## config.mk

```make
export PLATFORM = sky130hd
export DESIGN_NAME = field_converter_flat
export DESIGN_NICKNAME = d
export VERILOG_FILES = /design/src/rtl/fieldconv_pkg.sv /design/src/rtl/video_link_if.sv /design/src/rtl/field_converter.sv /design/src/flat_wrapper.sv
export SDC_FILE = /design/constraint.sdc
export NUM_CORES = 1
export LEC_CHECK = 0
export BUFFER_PORTS_ARGS = -buffer_cell sky130_fd_sc_hd__buf_2
export CAP_MARGIN = 20
export CELL_PAD_IN_SITES_DETAIL_PLACEMENT = 1
export CELL_PAD_IN_SITES_GLOBAL_PLACEMENT = 2
export CORE_ASPECT_RATIO = 1.1
export CORE_MARGIN = 2
export CORE_UTILIZATION = 32
export CTS_CLUSTER_DIAMETER = 60
export DETAILED_ROUTE_END_ITERATION = 8
export PLACE_DENSITY = 0.88
export SYNTH_ARGS = -nofsm -noshare
export SYNTH_HDL_FRONTEND = slang
export SYNTH_SLANG_ARGS = --single-unit
```

## constraint.sdc

```tcl
create_clock -name mclk -period 6.6 [get_ports mclk]
set_input_delay 1.32 -clock mclk [delete_from_list [all_inputs] [get_ports mclk]]
set_output_delay 1.32 -clock mclk [all_outputs]
set_load 0.03 [all_outputs]
```

## src/rtl/fieldconv_pkg.sv

```systemverilog
// constants shared by the progressive-to-field converter and its peer
package fieldconv_pkg;
  localparam int PIX_W = 24;
  localparam int DIM_W = 16;
  localparam logic FIELD_ODD = 1'b0;
  localparam logic FIELD_EVEN = 1'b1;
  localparam logic [DIM_W-1:0] DIM_ONE = 16'h0001;
  localparam logic [DIM_W-1:0] DIM_ZERO = 16'h0000;
  localparam logic [PIX_W-1:0] PIX_ZERO = 24'h000000;
endpackage

```

## src/rtl/video_link_if.sv

```systemverilog
// valid-ready video link between the converter and its source/sink peer
`timescale 1ns/100ps
interface video_link_if;
  import fieldconv_pkg::*;
  logic [PIX_W-1:0] in_pix;
  logic in_vsync;
  logic in_hsync;
  logic in_valid;
  logic in_ready;
  logic [PIX_W-1:0] out_pix;
  logic out_field;
  logic out_vsync;
  logic out_hsync;
  logic out_valid;
  logic out_ready;
  modport conv (
    input in_pix, in_vsync, in_hsync, in_valid, output in_ready,
    output out_pix, out_field, out_vsync, out_hsync, out_valid, input out_ready
  );
  modport peer (
    output in_pix, in_vsync, in_hsync, in_valid, input in_ready,
    input out_pix, out_field, out_vsync, out_hsync, out_valid, output out_ready
  );
endinterface

```

## src/rtl/field_converter.sv

```systemverilog
// converter end: keeps every other line of each progressive frame as one field
`timescale 1ns/100ps
module field_converter (
  // clock and reset
  input wire logic mclk,
  input wire logic rst_n,
  // frame geometry
  input wire logic [fieldconv_pkg::DIM_W-1:0] pixels_per_line,
  input wire logic [fieldconv_pkg::DIM_W-1:0] lines_per_frame,
  // video link
  video_link_if.conv link,
  // status
  output logic next_field
);
  import fieldconv_pkg::*;

  // counters step and compare in one place so widths stay uniform
  function automatic logic [DIM_W-1:0] dim_inc(input logic [DIM_W-1:0] v);
    return v + DIM_ONE;
  endfunction

  function automatic logic [DIM_W-1:0] dim_dec(input logic [DIM_W-1:0] v);
    return v - DIM_ONE;
  endfunction

  function automatic logic dim_is_zero(input logic [DIM_W-1:0] v);
    return v == DIM_ZERO;
  endfunction

  function automatic logic dim_eq(input logic [DIM_W-1:0] a, input logic [DIM_W-1:0] b);
    return a == b;
  endfunction

  // position of the word last taken
  logic [DIM_W-1:0] col_r;
  logic [DIM_W-1:0] row_r;
  logic started_r;
  logic parity_r;
  // output stage
  logic [PIX_W-1:0] pix_r;
  logic valid_r;
  logic field_r;
  logic vsync_r;
  logic hsync_r;

  // next values
  logic [DIM_W-1:0] col_nxt;
  logic [DIM_W-1:0] row_nxt;
  logic started_nxt;
  logic parity_nxt;
  logic [PIX_W-1:0] pix_nxt;
  logic valid_nxt;
  logic field_nxt;
  logic vsync_nxt;
  logic hsync_nxt;

  // decode of the incoming word
  logic [DIM_W-1:0] last_col;
  logic [DIM_W-1:0] last_row;
  logic stall_out;
  logic take_in;
  logic take_out;
  logic frame_start;
  logic line_wrap;
  logic line_start;
  logic [DIM_W-1:0] cur_col;
  logic [DIM_W-1:0] cur_row;
  logic col_first;
  logic col_last;
  logic row_last;
  logic frame_end;
  logic keep;
  logic first_kept_row;
  logic load;

  // geometry taken straight from the inputs, no shadowing
  assign last_col = dim_dec(pixels_per_line);
  assign last_row = dim_dec(lines_per_frame);

  // stage frees whenever its word leaves, so one pixel per clock
  assign stall_out = valid_r && !link.out_ready;
  assign take_in = link.in_valid && link.in_ready;
  assign take_out = link.out_valid && link.out_ready;
  assign link.in_ready = !stall_out;

  // a frame starts on the input flag or on the first pixel after reset or frame end
  assign frame_start = link.in_vsync || !started_r;
  // a line wraps on its own when the source leaves out line starts
  assign line_wrap = dim_eq(col_r, last_col);
  assign line_start = frame_start || link.in_hsync || line_wrap;
  assign cur_col = line_start ? DIM_ZERO : dim_inc(col_r);
  assign cur_row = frame_start ? DIM_ZERO :
    (line_start ? dim_inc(row_r) : row_r);
  assign col_first = dim_is_zero(cur_col);
  assign col_last = dim_eq(cur_col, last_col);
  assign row_last = dim_eq(cur_row, last_row);
  assign frame_end = row_last && col_last;

  // row index 0 is line one, so the odd field keeps even indices; half of the lines survive
  assign keep = (cur_row[0] == parity_r);
  assign first_kept_row = dim_is_zero({1'b0, cur_row[DIM_W-1:1]});
  assign load = take_in && keep;

  // position tracking and parity toggle, one field per frame
  assign col_nxt = take_in ? cur_col : col_r;
  assign row_nxt = take_in ? cur_row : row_r;
  assign started_nxt = take_in ? !frame_end : started_r;
  assign parity_nxt = (take_in && frame_end) ? !parity_r : parity_r;

  // single output register; holds under stall, empties by itself
  assign valid_nxt = load || (valid_r && !take_out);

  // dropped lines never touch the data register, so a stalled word is safe
  assign pix_nxt = load ? link.in_pix : pix_r;
  assign field_nxt = load ? parity_r : field_r;
  assign vsync_nxt = load ? (first_kept_row && col_first) : vsync_r;
  assign hsync_nxt = load ? col_first : hsync_r;

  // status and link outputs straight from the registers
  assign link.out_pix = pix_r;
  assign link.out_valid = valid_r;
  assign link.out_field = field_r;
  assign link.out_vsync = vsync_r;
  assign link.out_hsync = hsync_r;
  assign next_field = parity_r;

  // column of the last word taken
  always_ff @(posedge mclk) begin
    if (!rst_n) begin
      col_r <= DIM_ZERO;
    end else begin
      col_r <= col_nxt;
    end
  end

  // row of the last word taken
  always_ff @(posedge mclk) begin
    if (!rst_n) begin
      row_r <= DIM_ZERO;
    end else begin
      row_r <= row_nxt;
    end
  end

  // cleared at frame end so the next word opens a frame
  always_ff @(posedge mclk) begin
    if (!rst_n) begin
      started_r <= 1'b0;
    end else begin
      started_r <= started_nxt;
    end
  end

  // reset leaves the next field odd
  always_ff @(posedge mclk) begin
    if (!rst_n) begin
      parity_r <= FIELD_ODD;
    end else begin
      parity_r <= parity_nxt;
    end
  end

  // output valid, dropped by reset so the stage starts empty
  always_ff @(posedge mclk) begin
    if (!rst_n) begin
      valid_r <= 1'b0;
    end else begin
      valid_r <= valid_nxt;
    end
  end

  // pixel word, passed as an opaque value
  always_ff @(posedge mclk) begin
    if (!rst_n) begin
      pix_r <= PIX_ZERO;
    end else begin
      pix_r <= pix_nxt;
    end
  end

  // field flag captured with each word
  always_ff @(posedge mclk) begin
    if (!rst_n) begin
      field_r <= FIELD_ODD;
    end else begin
      field_r <= field_nxt;
    end
  end

  // field start flag
  always_ff @(posedge mclk) begin
    if (!rst_n) begin
      vsync_r <= 1'b0;
    end else begin
      vsync_r <= vsync_nxt;
    end
  end

  // line start flag
  always_ff @(posedge mclk) begin
    if (!rst_n) begin
      hsync_r <= 1'b0;
    end else begin
      hsync_r <= hsync_nxt;
    end
  end
endmodule

```

## src/flat_wrapper.sv

```systemverilog
// flat-port wrapper written by rule: the top's interface ports become plain ports
module field_converter_flat import fieldconv_pkg::*;
  (mclk, rst_n, pixels_per_line, lines_per_frame, next_field, link_in_pix, link_in_vsync, link_in_hsync, link_in_valid, link_in_ready, link_out_pix, link_out_field, link_out_vsync, link_out_hsync, link_out_valid, link_out_ready);
  video_link_if link_i ();
  input wire logic mclk;
  input wire logic rst_n;
  input wire logic [fieldconv_pkg::DIM_W-1:0] pixels_per_line;
  input wire logic [fieldconv_pkg::DIM_W-1:0] lines_per_frame;
  output logic next_field;
  input wire logic [$bits(link_i.in_pix)-1:0] link_in_pix;
  input wire logic [$bits(link_i.in_vsync)-1:0] link_in_vsync;
  input wire logic [$bits(link_i.in_hsync)-1:0] link_in_hsync;
  input wire logic [$bits(link_i.in_valid)-1:0] link_in_valid;
  output wire logic [$bits(link_i.in_ready)-1:0] link_in_ready;
  output wire logic [$bits(link_i.out_pix)-1:0] link_out_pix;
  output wire logic [$bits(link_i.out_field)-1:0] link_out_field;
  output wire logic [$bits(link_i.out_vsync)-1:0] link_out_vsync;
  output wire logic [$bits(link_i.out_hsync)-1:0] link_out_hsync;
  output wire logic [$bits(link_i.out_valid)-1:0] link_out_valid;
  input wire logic [$bits(link_i.out_ready)-1:0] link_out_ready;
  assign link_i.in_pix = link_in_pix;
  assign link_i.in_vsync = link_in_vsync;
  assign link_i.in_hsync = link_in_hsync;
  assign link_i.in_valid = link_in_valid;
  assign link_in_ready = link_i.in_ready;
  assign link_out_pix = link_i.out_pix;
  assign link_out_field = link_i.out_field;
  assign link_out_vsync = link_i.out_vsync;
  assign link_out_hsync = link_i.out_hsync;
  assign link_out_valid = link_i.out_valid;
  assign link_i.out_ready = link_out_ready;
  field_converter u_core (.mclk(mclk), .rst_n(rst_n), .pixels_per_line(pixels_per_line), .lines_per_frame(lines_per_frame), .link(link_i), .next_field(next_field));
endmodule
```

# Word level (Yosys, flattened, before mapping)
# Index checks and enable logic that the tools add are counted.
# Widths: inputs -> output; s select.
[word_totals] latchBits=0 ff_bits=62 in_bits=62 out_inout_bits=30 ramBits=0 elab_cells=40 romBits=0 n_memories=0
[op_classes] magnitude_cmp=0 n_shift=0 n_mul=0 div=0 addsub=4 bitwise_logic=0 n_mux=3 n_reduce_logical=20 eq_ne=4
[ops] operator="$eq 16x16->1" n=3
[ops] operator="$mux 16" n=3
[ops] operator="$add 16x1->16 const B" n=2
[ops] operator="$sub 16x1->16 const B" n=2
[ops] operator="$logic_not 16->1" n=1
[ops] operator="$logic_not 15->1" n=1
[ops] operator="$logic_and 1x1->1" n=8
[ops] operator="$logic_not 1->1" n=6
[ops] operator="$logic_or 1x1->1" n=4
[ops] operator="$eq 1x1->1" n=1

# Depth between registers and ports, before layout
# Gate-level depths: netlist (run 1).
[logic_depth] word_depth=9 mapped_depth=17

# Least setup slack after synthesis (run 1)
# No wires, ideal clock.
[synth_path] path_type="in2reg" start="input pixels_per_line[0] (netlist name)" end="register u_core.parity_r, in the netlist u_core.next_field" path_buffers=3 stages=17 arrival_ps=5128 setup_ps=70 path_slack_ps=1401 path_cell_list="clkbuf_1 -> inv_1 -> ha_1 -> clkbuf_1 -> or3b_2 -> or3_1 -> a311oi_1 -> nand4_1 -> or4_1 -> buf_2 -> nor2_4 -> o311ai_4 -> mux2_4 -> mux2i_1 -> mux2i_1 -> or4_1 -> a21oi_1"
[synth_between] elab_chain_cells=8 word_cells_on_any_way=10 classes_between="add/sub: 1; eq/ne: 3; mux: 3; reduce/logical: 3"
[synth_rtl] element="start: declaration" line="flat_wrapper.sv:7" rtl="input wire logic [fieldconv_pkg::DIM_W-1:0] pixels_per_line;"
[synth_rtl] element="$sub 16x1->16 *" line="field_converter.sv:23" rtl="return v - DIM_ONE;"
[synth_rtl] element="$eq 16x16->1" line="field_converter.sv:31" rtl="return a == b;"
[synth_rtl] element="$logic_or 1x1->1" line="field_converter.sv:90" rtl="assign line_start = frame_start || link.in_hsync || line_wrap;"
[synth_rtl] element="$mux 16" line="field_converter.sv:93" rtl="(line_start ? dim_inc(row_r) : row_r);"
[synth_rtl] element="$mux 16" line="field_converter.sv:92" rtl="assign cur_row = frame_start ? DIM_ZERO :"
[synth_rtl] element="$eq 16x16->1" line="field_converter.sv:31"
[synth_rtl] element="$logic_and 1x1->1 *" line="field_converter.sv:97" rtl="assign frame_end = row_last && col_last;"
[synth_rtl] element="$logic_and 1x1->1 *" line="field_converter.sv:108" rtl="assign parity_nxt = (take_in && frame_end) ? !parity_r : parity_r;"
[synth_rtl] element="end signal: assignment" line="field_converter.sv:159" rtl="parity_r <= parity_nxt;"
[synth_rtl] element="end: declaration" line="field_converter.sv:38" rtl="logic parity_r;"
# Mark *: on every way between the ends. The rest lies on a longest branch, timed or not.
# A chain may end at the register's enable or synchronous reset.

# Worst setup path after layout (run 1)
# Same ends and word-level chain as after synthesis.

==> results of run 1 <==
[per-stage QoR]
| step | utilization (%) | total power, uW | hold WS, ns | instance area [sq um] |
|---|---|---|---|---|
| finish | 38.0 | 1050 | 0.462 | 6210 |
| global route | 38.0 | 1100 | 0.513 | 6210 |
| CTS | 38.0 | 1070 | 0.474 | 6210 |
| detailed placement | 36.3 | 606 | 0.458 | 5940 |
| global placement | 36.3 | 604 | 0.451 | 5940 |
| floorplan | - | 532 | 0.468 | 5370 |
[worst min path at each step]
stage,end,cells past startpoint,from
after floorplan,u_core.col_r[15],2,u_core.col_r[15]
after global placement,u_core.link.out_vsync,2,u_core.link.out_vsync
after detailed placement,u_core.link.out_vsync,2,u_core.link.out_vsync
after CTS,u_core.link.out_vsync,2,u_core.link.out_vsync
after global routing,u_core.link.out_vsync,2,u_core.link.out_vsync
final,u_core.link.out_vsync,2,u_core.link.out_vsync
[layer usage]
metal  GRT usage (%)  vias to the layer above  routed length [um]
met2            34.5                      164                8880
li1                -                     2766                   -
met4            7.11                        0                 444
met1            28.5                     2800                8620
met5               0                        -                   0
met3            2.81                       34                 843
[power by group]
group / total [uW] / switching [uW] / internal [uW]
registers: 393 / 6.29 / 387
clock network: 454 / 198 / 256
logic: 205 / 134 / 71.2
[cell type report]
type	count	area [sq um]	area share, %
multi-input cells	607	3860	62.1
flip-flops and latches	62	1240	20.0
inverters	17	63.8	1.03
well taps	204	255	4.11
clock buffers	10	229	3.69
repair buffers	99	515	8.30
clock inverters	6	47.5	0.765
[registers in the layout, summed over array words and instances, names as in the netlist]
register,count
u_core.link.out_valid,1
u_core.link.out_field,1
u_core.started_r,1
u_core.col_r,16
u_core.link.out_vsync,1
u_core.next_field,1
u_core.link.out_pix,24
u_core.link.out_hsync,1
u_core.row_r,16
[critical path, stage by stage]
cell and delay (ns):
buf_2 0.15, inv_1 0.08, ha_1 0.33, or3b_2 0.50
or4_4 0.46, xnor2_2 0.16, and4b_1 0.23, o2111ai_2 0.26
nand2_1 0.37, o21bai_1 0.35, o2111ai_1 0.15, nor4_1 0.48
nand4_1 0.22, or4_1 0.43, a21oi_1 0.14
[placed cells by master, fill, tap and decap left out, types with 5 or more instances in the layout]
| cell type | instances |
|---|---|
| xor2_1 | 30 |
| a211oi_1 | 5 |
| nand3_1 | 30 |
| mux2i_1 | 31 |
| nor3_1 | 24 |
| nand2b_1 | 12 |
| buf_4 | 8 |
| o31ai_1 | 5 |
| and2_1 | 8 |
| a31oi_1 | 7 |
| o21ai_0 | 35 |
| nor2_1 | 98 |
| clkbuf_16 | 9 |
| o211ai_1 | 6 |
| nand2_1 | 63 |
| xnor2_1 | 49 |
| nand4_1 | 14 |
| and3_1 | 16 |
| dfxtp_1 | 62 |
| or4_1 | 10 |
| buf_2 | 91 |
| a22oi_1 | 8 |
| nor3b_1 | 5 |
| inv_1 | 15 |
| nor4_1 | 17 |
| a21oi_1 | 51 |
| or3_1 | 13 |
[logic make-up after synthesis]
group	count (synthesis)
AOI/OAI and AO/OA	148
muxes	36
xor gates and xnor gates	81
adders and majority gates	4
and+or+nand+nor	338
DFF	62
buffers and inverters	66
==> impl_metrics.csv, run 1 <==
group,metric,value,unit
run_status,status,"complete, no violations",
route,viasPerCell,5.74,
cts,cts-root-buf,"clkbuf_16",
timing,hold_viol,0,
route,vias,5764,
timing,tightest_slew,0.866,ns
die,rows,49,
route,routedWlPerCell,18.7,um
synth,post-synth-top-count-cell,"nor2_1",
synth,synth_commonest_cells,"nor2_1 (98), nand2_1 (63), dfxtp_1 (62)",
worst_setup_path,cp.required,6.87,ns
synth,synth-simple-area-share,32.6,%
route,antenna_left,0,
placement,dp.cells,989,
die,core_area,16400,sq um
worst_setup_path,r2r_end,"u_core.next_field",
synth,synthTopCellsByArea,"dfxtp_1 (23%), xnor2_1 (8.0%), nor2_1 (6.9%), mux2i_1 (5.8%), xor2_1 (4.9%)",
synth,synth_cell_type_count,71,
synth,synth_area_per_cell,7.30,sq um
synth,synth_compound_area_share,17.8,%
worst_setup_path,arrival,5.64,ns
cts,cts_made_buffers,9,
layout,nets,862,
die,start_util,32.8,%
synth,synthCells,735,
cts,clkSinkCount,62,
die,die_area,17800,sq um
route,drt_pre_antenna_iters,4,
cts,hold_buffers,0,
global_route,track_usage,21.1,%
synth,yosys.area_share.xor_xnor,13.6,%
synth,synth-seq-cells,62,
route,remaining_drc_errors,0,
power,vdd_drop_max,0.129,mV
timing,fin_worst_skew,0.0102,ns
worst_setup_path,r2r-start,"u_core.col_r[5]",
timing,slew_headroom,41.8,%
synth,netlist_area,5370,sq um
worst_setup_path,ff2ff_setup_slack,2.26,ns
power,power.leakage,0.00233,uW
synth,yosys_warnings,0,
die,die_w,127,um
synth,synth_flop_cell,"dfxtp_1",
global_route,grt_pass1_wl,30.1,mm
worst_setup_path,crit_type,"in -> reg",
cts,cts_resized,0,
layout,syn2layout_area_growth,15.8,%
cts,clk_pin_slew,0.06,ns
worst_setup_path,crit_path_start,"pixels_per_line[0]",
layout,n_antenna_cell,0,
global_route,antenna_found_initial,0,
route,routed_wl,18.8,mm
timing,finalCritPeriodShare,81.4,%
flow_run,cap_violations,0,
timing,setup_slack,1.23,ns
die,ioPinCount,92,
route,dr.first_iter.drc_count,427,
synth,synth_edf_count,0,
synth,synthMuxAreaShare,6.90,%
worst_setup_path,r2r_cells,12,
synth,postSynth.asyncResetShare,0,%
synth,synth_top_family_by_area,"simple AND/OR/NAND/NOR gates",
layout,layout.cells.non_filler,1005,
layout,drive_gt1_share,17.5,%
global_route,grt_overflow_total,0,
worst_setup_path,worst_setup_path_end_kind,"flip-flop",
cts,htree_levels,3,
placement,hpwl,14.0,mm
global_route,grt_pass1_vias,5628,
cts,cts_max_path_buffers,2,
power,p_per_area,169,nW/um^2
timing,fmax,186,MHz
global_route,grt_max_degree,41,
worst_setup_path,crit_fanout,10,
cts,clk_latency,0.34,ns
timing,min_period,5.37,ns
placement,pre_cts_ws,0.917,ns
layout,num-fill-cells,2098,
cts,cts_tree,"done",
cts,post_cts_buffers,0,
synth,yosysTopAreaCell,"dfxtp_1",
worst_setup_path,crit_end,"u_core.next_field",
synth,yosysTopAreaCellShare,23.1,%
timing,rsz0062_at_grt,"no",
timing,slew_violations,0,
synth,ys_seq_area_share,23.1,%
die,fp.dieH,140,um
timing,final-setup-viol-count,0,
placement,portBuffers,91,
worst_setup_path,start_kind,"primary input",
synth,synthesis.nets,801,
worst_hold_path,min_path_type,"reg -> reg",
synth,synth_adder_area_share,0.932,%
placement,gp_congestion,0.904,
timing,fin_tns_setup,0,ns
No activity file was read; power rests on OpenSTA's default activity.
==> run 2: changes to the inputs <==
CORE_UTILIZATION = 29   (was 32)
PLACE_DENSITY = 0.85   (was 0.88)
clock period = 4.3 ns   (was 6.6 ns; I/O delays follow)
==> run 2 against run 1 <==
Net effect:
- worst hold slack improved by 0.022 ns
- critical endpoint unchanged
- register-to-register slack got worse by 1.9 ns
- die area increased by 10%
- non-clock buffer count increased by 103
- critical path type unchanged
- critical path depth increased by 1
==> impl_metrics.csv, run 2 (synthesized netlist as in run 1, its figures left out) <==
group,metric,value,unit
timing,fin_worst_skew,0.0105,ns
timing,final-setup-viol-count,0,
die,core_area,18300,sq um
worst_setup_path,arrival,4.54,ns
global_route,use_met3,3.11,%
die,die_area,19600,sq um
global_route,grt_pass1_vias,6058,
worst_setup_path,crit_path_cell_trace,"buf_2 > or4_4 > or3_4 > buf_4 > nand2_1 > o2111a_1 > o2111a_2 > buf_4 > nor3_1 > nor3_2 > xnor2_1 > nor4_2 > buf_4 > nand4_1 > or4_1 > a21oi_1",
timing,holdWs,0.484,ns
placement,dp.cells,1120,
layout,num-fill-cells,2283,
layout,final_cell_mix,"buf_4 (107), nor2_1 (97), buf_2 (91)",
power,p_comb_share,20.4,%
cts,cts-root-buf,"clkbuf_16",
route,drt_pre_antenna_iters,5,
cts,cts_tree,"done",
global_route,antenna_found_initial,0,
cts,cts_made_buffers,9,
cts,clk_pin_slew,0.06,ns
cts,clkSinkCount,62,
die,ioPinCount,92,
die,fp.dieH,147,um
die,rows,52,
placement,hpwl,15.7,mm
layout,drive_gt1_share,29.6,%
placement,postPlaceCellArea,6710,sq um
power,pwr-share-seq,33.3,%
worst_hold_path,min_path_type,"reg -> reg",
route,remaining_drc_errors,0,
timing,min_period,4.27,ns
power,p_total,1810,uW
cts,cts_max_path_buffers,2,
cts,htree_levels,3,
route,vias,6143,
layout,layout.cells.non_filler,1148,
layout,largest_reg_flops,24,
global_route,grt_max_degree,59,
worst_setup_path,slowest_stage,"or4_4",
flow_run,cap_violations,0,
power,p_switching,524,uW
worst_setup_path,cp.required,4.56,ns
power,pwr-share-clk,46.3,%
route,dr.first_iter.drc_count,334,
layout,layout_commonest_cell,"buf_4",
worst_setup_path,crit_fanout,5,
worst_setup_path,cp_common_cell,"buf_4",
route,routed_wl,20.5,mm
timing,tightest_slew,0.642,ns
layout,nets,966,
power,power.leakage,0.00293,uW
timing,fmax,234,MHz
run_status,status,"complete, no violations",
timing,finalCritPeriodShare,99.4,%
placement,gp_congestion,0.875,
timing,rsz0062_at_grt,"yes",
die,die_w,134,um
power,switching_share,28.9,%
timing,slew_violations,0,
power,intPower,1290,uW
cts,clk_latency,0.34,ns
global_route,globalRouteMet1Util,27.0,%
worst_setup_path,worst_setup_path_end_kind,"flip-flop",
worst_setup_path,worst_path_largest_cell_delay,0.58,ns
route,viasPerCell,5.35,
layout,syn2layout_area_growth,35.8,%
route,antenna_left,0,
layout,stdcell_area,7290,sq um
timing,hold_viol,0,
layout,n_antenna_cell,0,
worst_setup_path,crit_type,"in -> reg",
route,routedWlPerCell,17.9,um
global_route,track_usage,20.8,%
placement,portBuffers,91,
global_route,grtUsageMet2,35.4,%
global_route,grt_pass1_wl,32.5,mm
power,vdd_drop_max,0.193,mV
layout,utilization,39.9,%
power,p_per_area,248,nW/um^2
global_route,grt_overflow_total,0,
timing,slew_headroom,56.9,%
die,start_util,29.4,%
global_route,grt.busiest_layer,"met2",
worst_setup_path,start_kind,"primary input",
run 2: per-layer routing:
metal  vias to the layer above  share of wire, %
met3                        36               4.1
met5                         -                 0
li1                       2969                 -
met2                       156                49
met1                      2982                44
met4                         0               2.6
run 2: final timing paths:
kind / slack [ns] / cells past startpoint / start / endpoint
min reg2reg: 0.48 / 2 / u_core.link.out_vsync / u_core.link.out_vsync
max reg2reg: 0.33 / 14 / u_core.col_r[8] / u_core.next_field
min: 0.48 / 2 / u_core.link.out_vsync / u_core.link.out_vsync
max: 0.03 / 16 / pixels_per_line[2] / u_core.next_field
run 2: critical path: cells and delay by family:
kind / cells / cell delay, ns
XOR/XNOR: 1 / 0.11
buffers and inverters: 4 / 0.57
AND/OR/NAND/NOR: 8 / 2.23
AO/OA/AOI/OAI: 3 / 0.76
run 2: cell type report:
| cell class | instances | area (sq um) | area share (%) |
|---|---|---|---|
| Multi-Input combinational cell | 608 | 4000 | 54.9 |
| Timing Repair Buffer | 202 | 1340 | 18.4 |
| Clock buffer | 11 | 253 | 3.47 |
| Sequential cell | 62 | 1240 | 17.0 |
| Tap cell | 243 | 304 | 4.17 |
| Clock inverter | 5 | 86.3 | 1.18 |
| Inverter | 17 | 63.8 | 0.875 |
run 2: power groups by stage:
stage / combinational [uW] / clock (uW) / sequential, uW
floorplan: 172 / 0 / 650
global placement: 352 / 0 / 615
detailed placement: 357 / 0 / 615
CTS: 362 / 856 / 603
global route: 403 / 880 / 605
finish: 370 / 838 / 603
run 2: repair_timing:
action | in CTS | in global routing
endpoints found under the setup margin | 2 | 2
hold buffers | 0 | 0
pin swaps | 3 | 7
gates resized for setup | 12 | 17
cloned | 1 | 0
setup buffers | 6 | 4
run 2: stage by stage:
stage	worst slack [ns]	setup TNS [ns]
6_report	0.0261	0
4_1_cts	0.00663	0
3_3_place_gp	-0.349	-2.19
3_5_place_dp	-0.468	-4.72
5_1_grt	-0.199	-0.269
2_1_floorplan	-0.156	-0.156
==> run 3: changes to the inputs <==
CORE_ASPECT_RATIO = 0.9   (was 1.1)
CORE_UTILIZATION = 30   (was 29)
CTS_BUF_LIST = sky130_fd_sc_hd__clkbuf_8   (was unset)
PLACE_DENSITY = 0.87   (was 0.85)
==> run 3 against run 2 <==
Net effect:
- register-to-register slack better by 0.23 ns
- worst hold slack got worse by 0.010 ns
- sequential share of layout area rose by 0.46 points
- setup slack worse by 0.022 ns
- non-clock buffer count down 7
- flip-flop and latch count is the same
- wire length rose by 1.0%
- sequential power about the same
- design area down 2.6%
- via count grew 0.78%
- largest cell class unchanged
- highest routed layer unchanged
==> impl_metrics.csv, run 3 (synthesized netlist as in run 1, its figures left out) <==
group,metric,value,unit
global_route,grt_overflow_total,0,
timing,finalCritPeriodShare,99.9,%
timing,hold_viol,0,
cts,cts_made_buffers,9,
cts,hold_buffers,0,
timing,setup_slack,0.00441,ns
worst_setup_path,crit_fanout,7,
worst_setup_path,start_kind,"primary input",
route,antenna_left,0,
die,core_area,17600,sq um
die,ioPinCount,92,
layout,final_cell_mix,"buf_4 (101), nor2_1 (98), buf_2 (91)",
layout,nets,959,
global_route,grt_max_degree,59,
global_route,grt_pass1_wl,33.3,mm
power,p_per_area,212,nW/um^2
cts,cts-root-buf,"clkbuf_8",
timing,holdWs,0.474,ns
layout,largest_reg_flops,24,
placement,portBuffers,91,
cts,htree_levels,3,
layout,syn2layout_area_growth,32.3,%
route,drt_pre_antenna_iters,4,
die,start_util,30.6,%
timing,tightest_slew,0.648,ns
timing,slew_headroom,56.4,%
die,rows,46,
placement,pre_cts_ws,-0.502,ns
timing,min_period,4.30,ns
cts,clk_latency,0.36,ns
timing,final-setup-viol-count,0,
route,dr.first_iter.drc_count,329,
timing,slew_violations,0,
flow_run,cap_violations,0,
global_route,antenna_found_initial,0,
global_route,grt_pass1_vias,6092,
route,routed_wl,20.7,mm
route,vias,6191,
timing,rsz0062_at_grt,"yes",
worst_setup_path,arrival,4.59,ns
die,fp.dieH,131,um
power,vdd_drop_max,0.165,mV
cts,cts_max_path_buffers,2,
power,power.leakage,0.00283,uW
layout,drive_gt1_share,28.7,%
layout,layout_commonest_cell,"buf_4",
layout,n_antenna_cell,0,
die,die_area,19000,sq um
timing,fmax,233,MHz
die,die_w,145,um
timing,fin_worst_skew,0.0119,ns
placement,gp_congestion,0.951,
cts,clkSinkCount,62,
placement,hpwl,16.0,mm
cts,cts_tree,"done",
worst_setup_path,worst_setup_path_end_kind,"flip-flop",
route,routedWlPerCell,18.2,um
worst_setup_path,crit_type,"in -> reg",
run_status,status,"complete, no violations",
cts,clk_pin_slew,0.08,ns
worst_hold_path,min_path_type,"reg -> reg",
route,viasPerCell,5.45,
route,remaining_drc_errors,0,
global_route,track_usage,22.0,%
worst_setup_path,cp.required,4.60,ns
## run 3: cell count changes in the layout (fill, tap and decap cells not counted), moves of 3 or more
cell	before	now
or4_4	7	3
clkbuf_8	2	10
buf_4	107	101
a21oi_2	3	0
or4_1	6	9
inv_6	3	0
clkbuf_16	9	0
a21oi_1	48	51
## run 3: report_power, final
part	switching, uW	leakage, uW	internal [uW]
combinational	225	0.00223	149
clock	249	0.0000993	276
sequential	10.4	0.000505	593
total	484	0.00283	1020
## run 3: final timing paths
kind,start,to,slack [ns],cells past startpoint
max,pixels_per_line[5],u_core.next_field,0.004,15
max reg2reg,u_core.col_r[0],u_core.next_field,0.56,14
min reg2reg,u_core.link.out_vsync,u_core.link.out_vsync,0.47,2
min,u_core.link.out_vsync,u_core.link.out_vsync,0.47,2
## run 3: repair_timing
item | CTS | global route
endpoints found under the setup margin | 1 | 3
setup buffers | 1 | 2
pin swaps | 2 | 11
gates resized for setup | 9 | 21
cloned | 1 | 0
## run 3: worst max-delay path, cell delays in order
cell	delay, ns
buf_2	0.10
or4_4	0.61
or4_4	0.53
xnor2_2	0.19
nand2_1	0.09
buf_4	0.15
or4_4	0.51
and3_1	0.20
o21ai_2	0.15
o2111ai_2	0.13
nor4_2	0.27
buf_4	0.15
nand4_1	0.10
or4_1	0.41
a21oi_1	0.13
## run 3: routing by layer
| metal | vias to the layer above | routed length (um) | GRT usage (%) |
|---|---|---|---|
| met5 | - | 0 | 0 |
| met4 | 0 | 283 | 5.88 |
| met3 | 20 | 1530 | 4.58 |
| met2 | 201 | 8790 | 34.1 |
| met1 | 3021 | 10100 | 31.2 |
| li1 | 2949 | - | - |
## run 3: area by class of cell
cell class / instances / area [sq um]
fillers: 2197 / 10500
multi-input cells: 608 / 4030
repair buffers: 195 / 1270
flip-flops and latches: 62 / 1240
well taps: 240 / 300
clock buffers: 10 / 138
inverters: 17 / 63.8
clock inverters: 5 / 51.3
## run 3: metrics by stage
stage	power, uW	std cells	util, %	cell area [sq um]	TNS, ns
floorplan	821	735	-	5420	-0.156
global placement	970	1117	38.2	6710	-4.01
detailed placement	974	1117	38.2	6710	-6.81
CTS	1510	1134	39.7	6960	0
global route	1570	1137	40.4	7100	-0.144
finish	1500	1137	40.4	7100	0
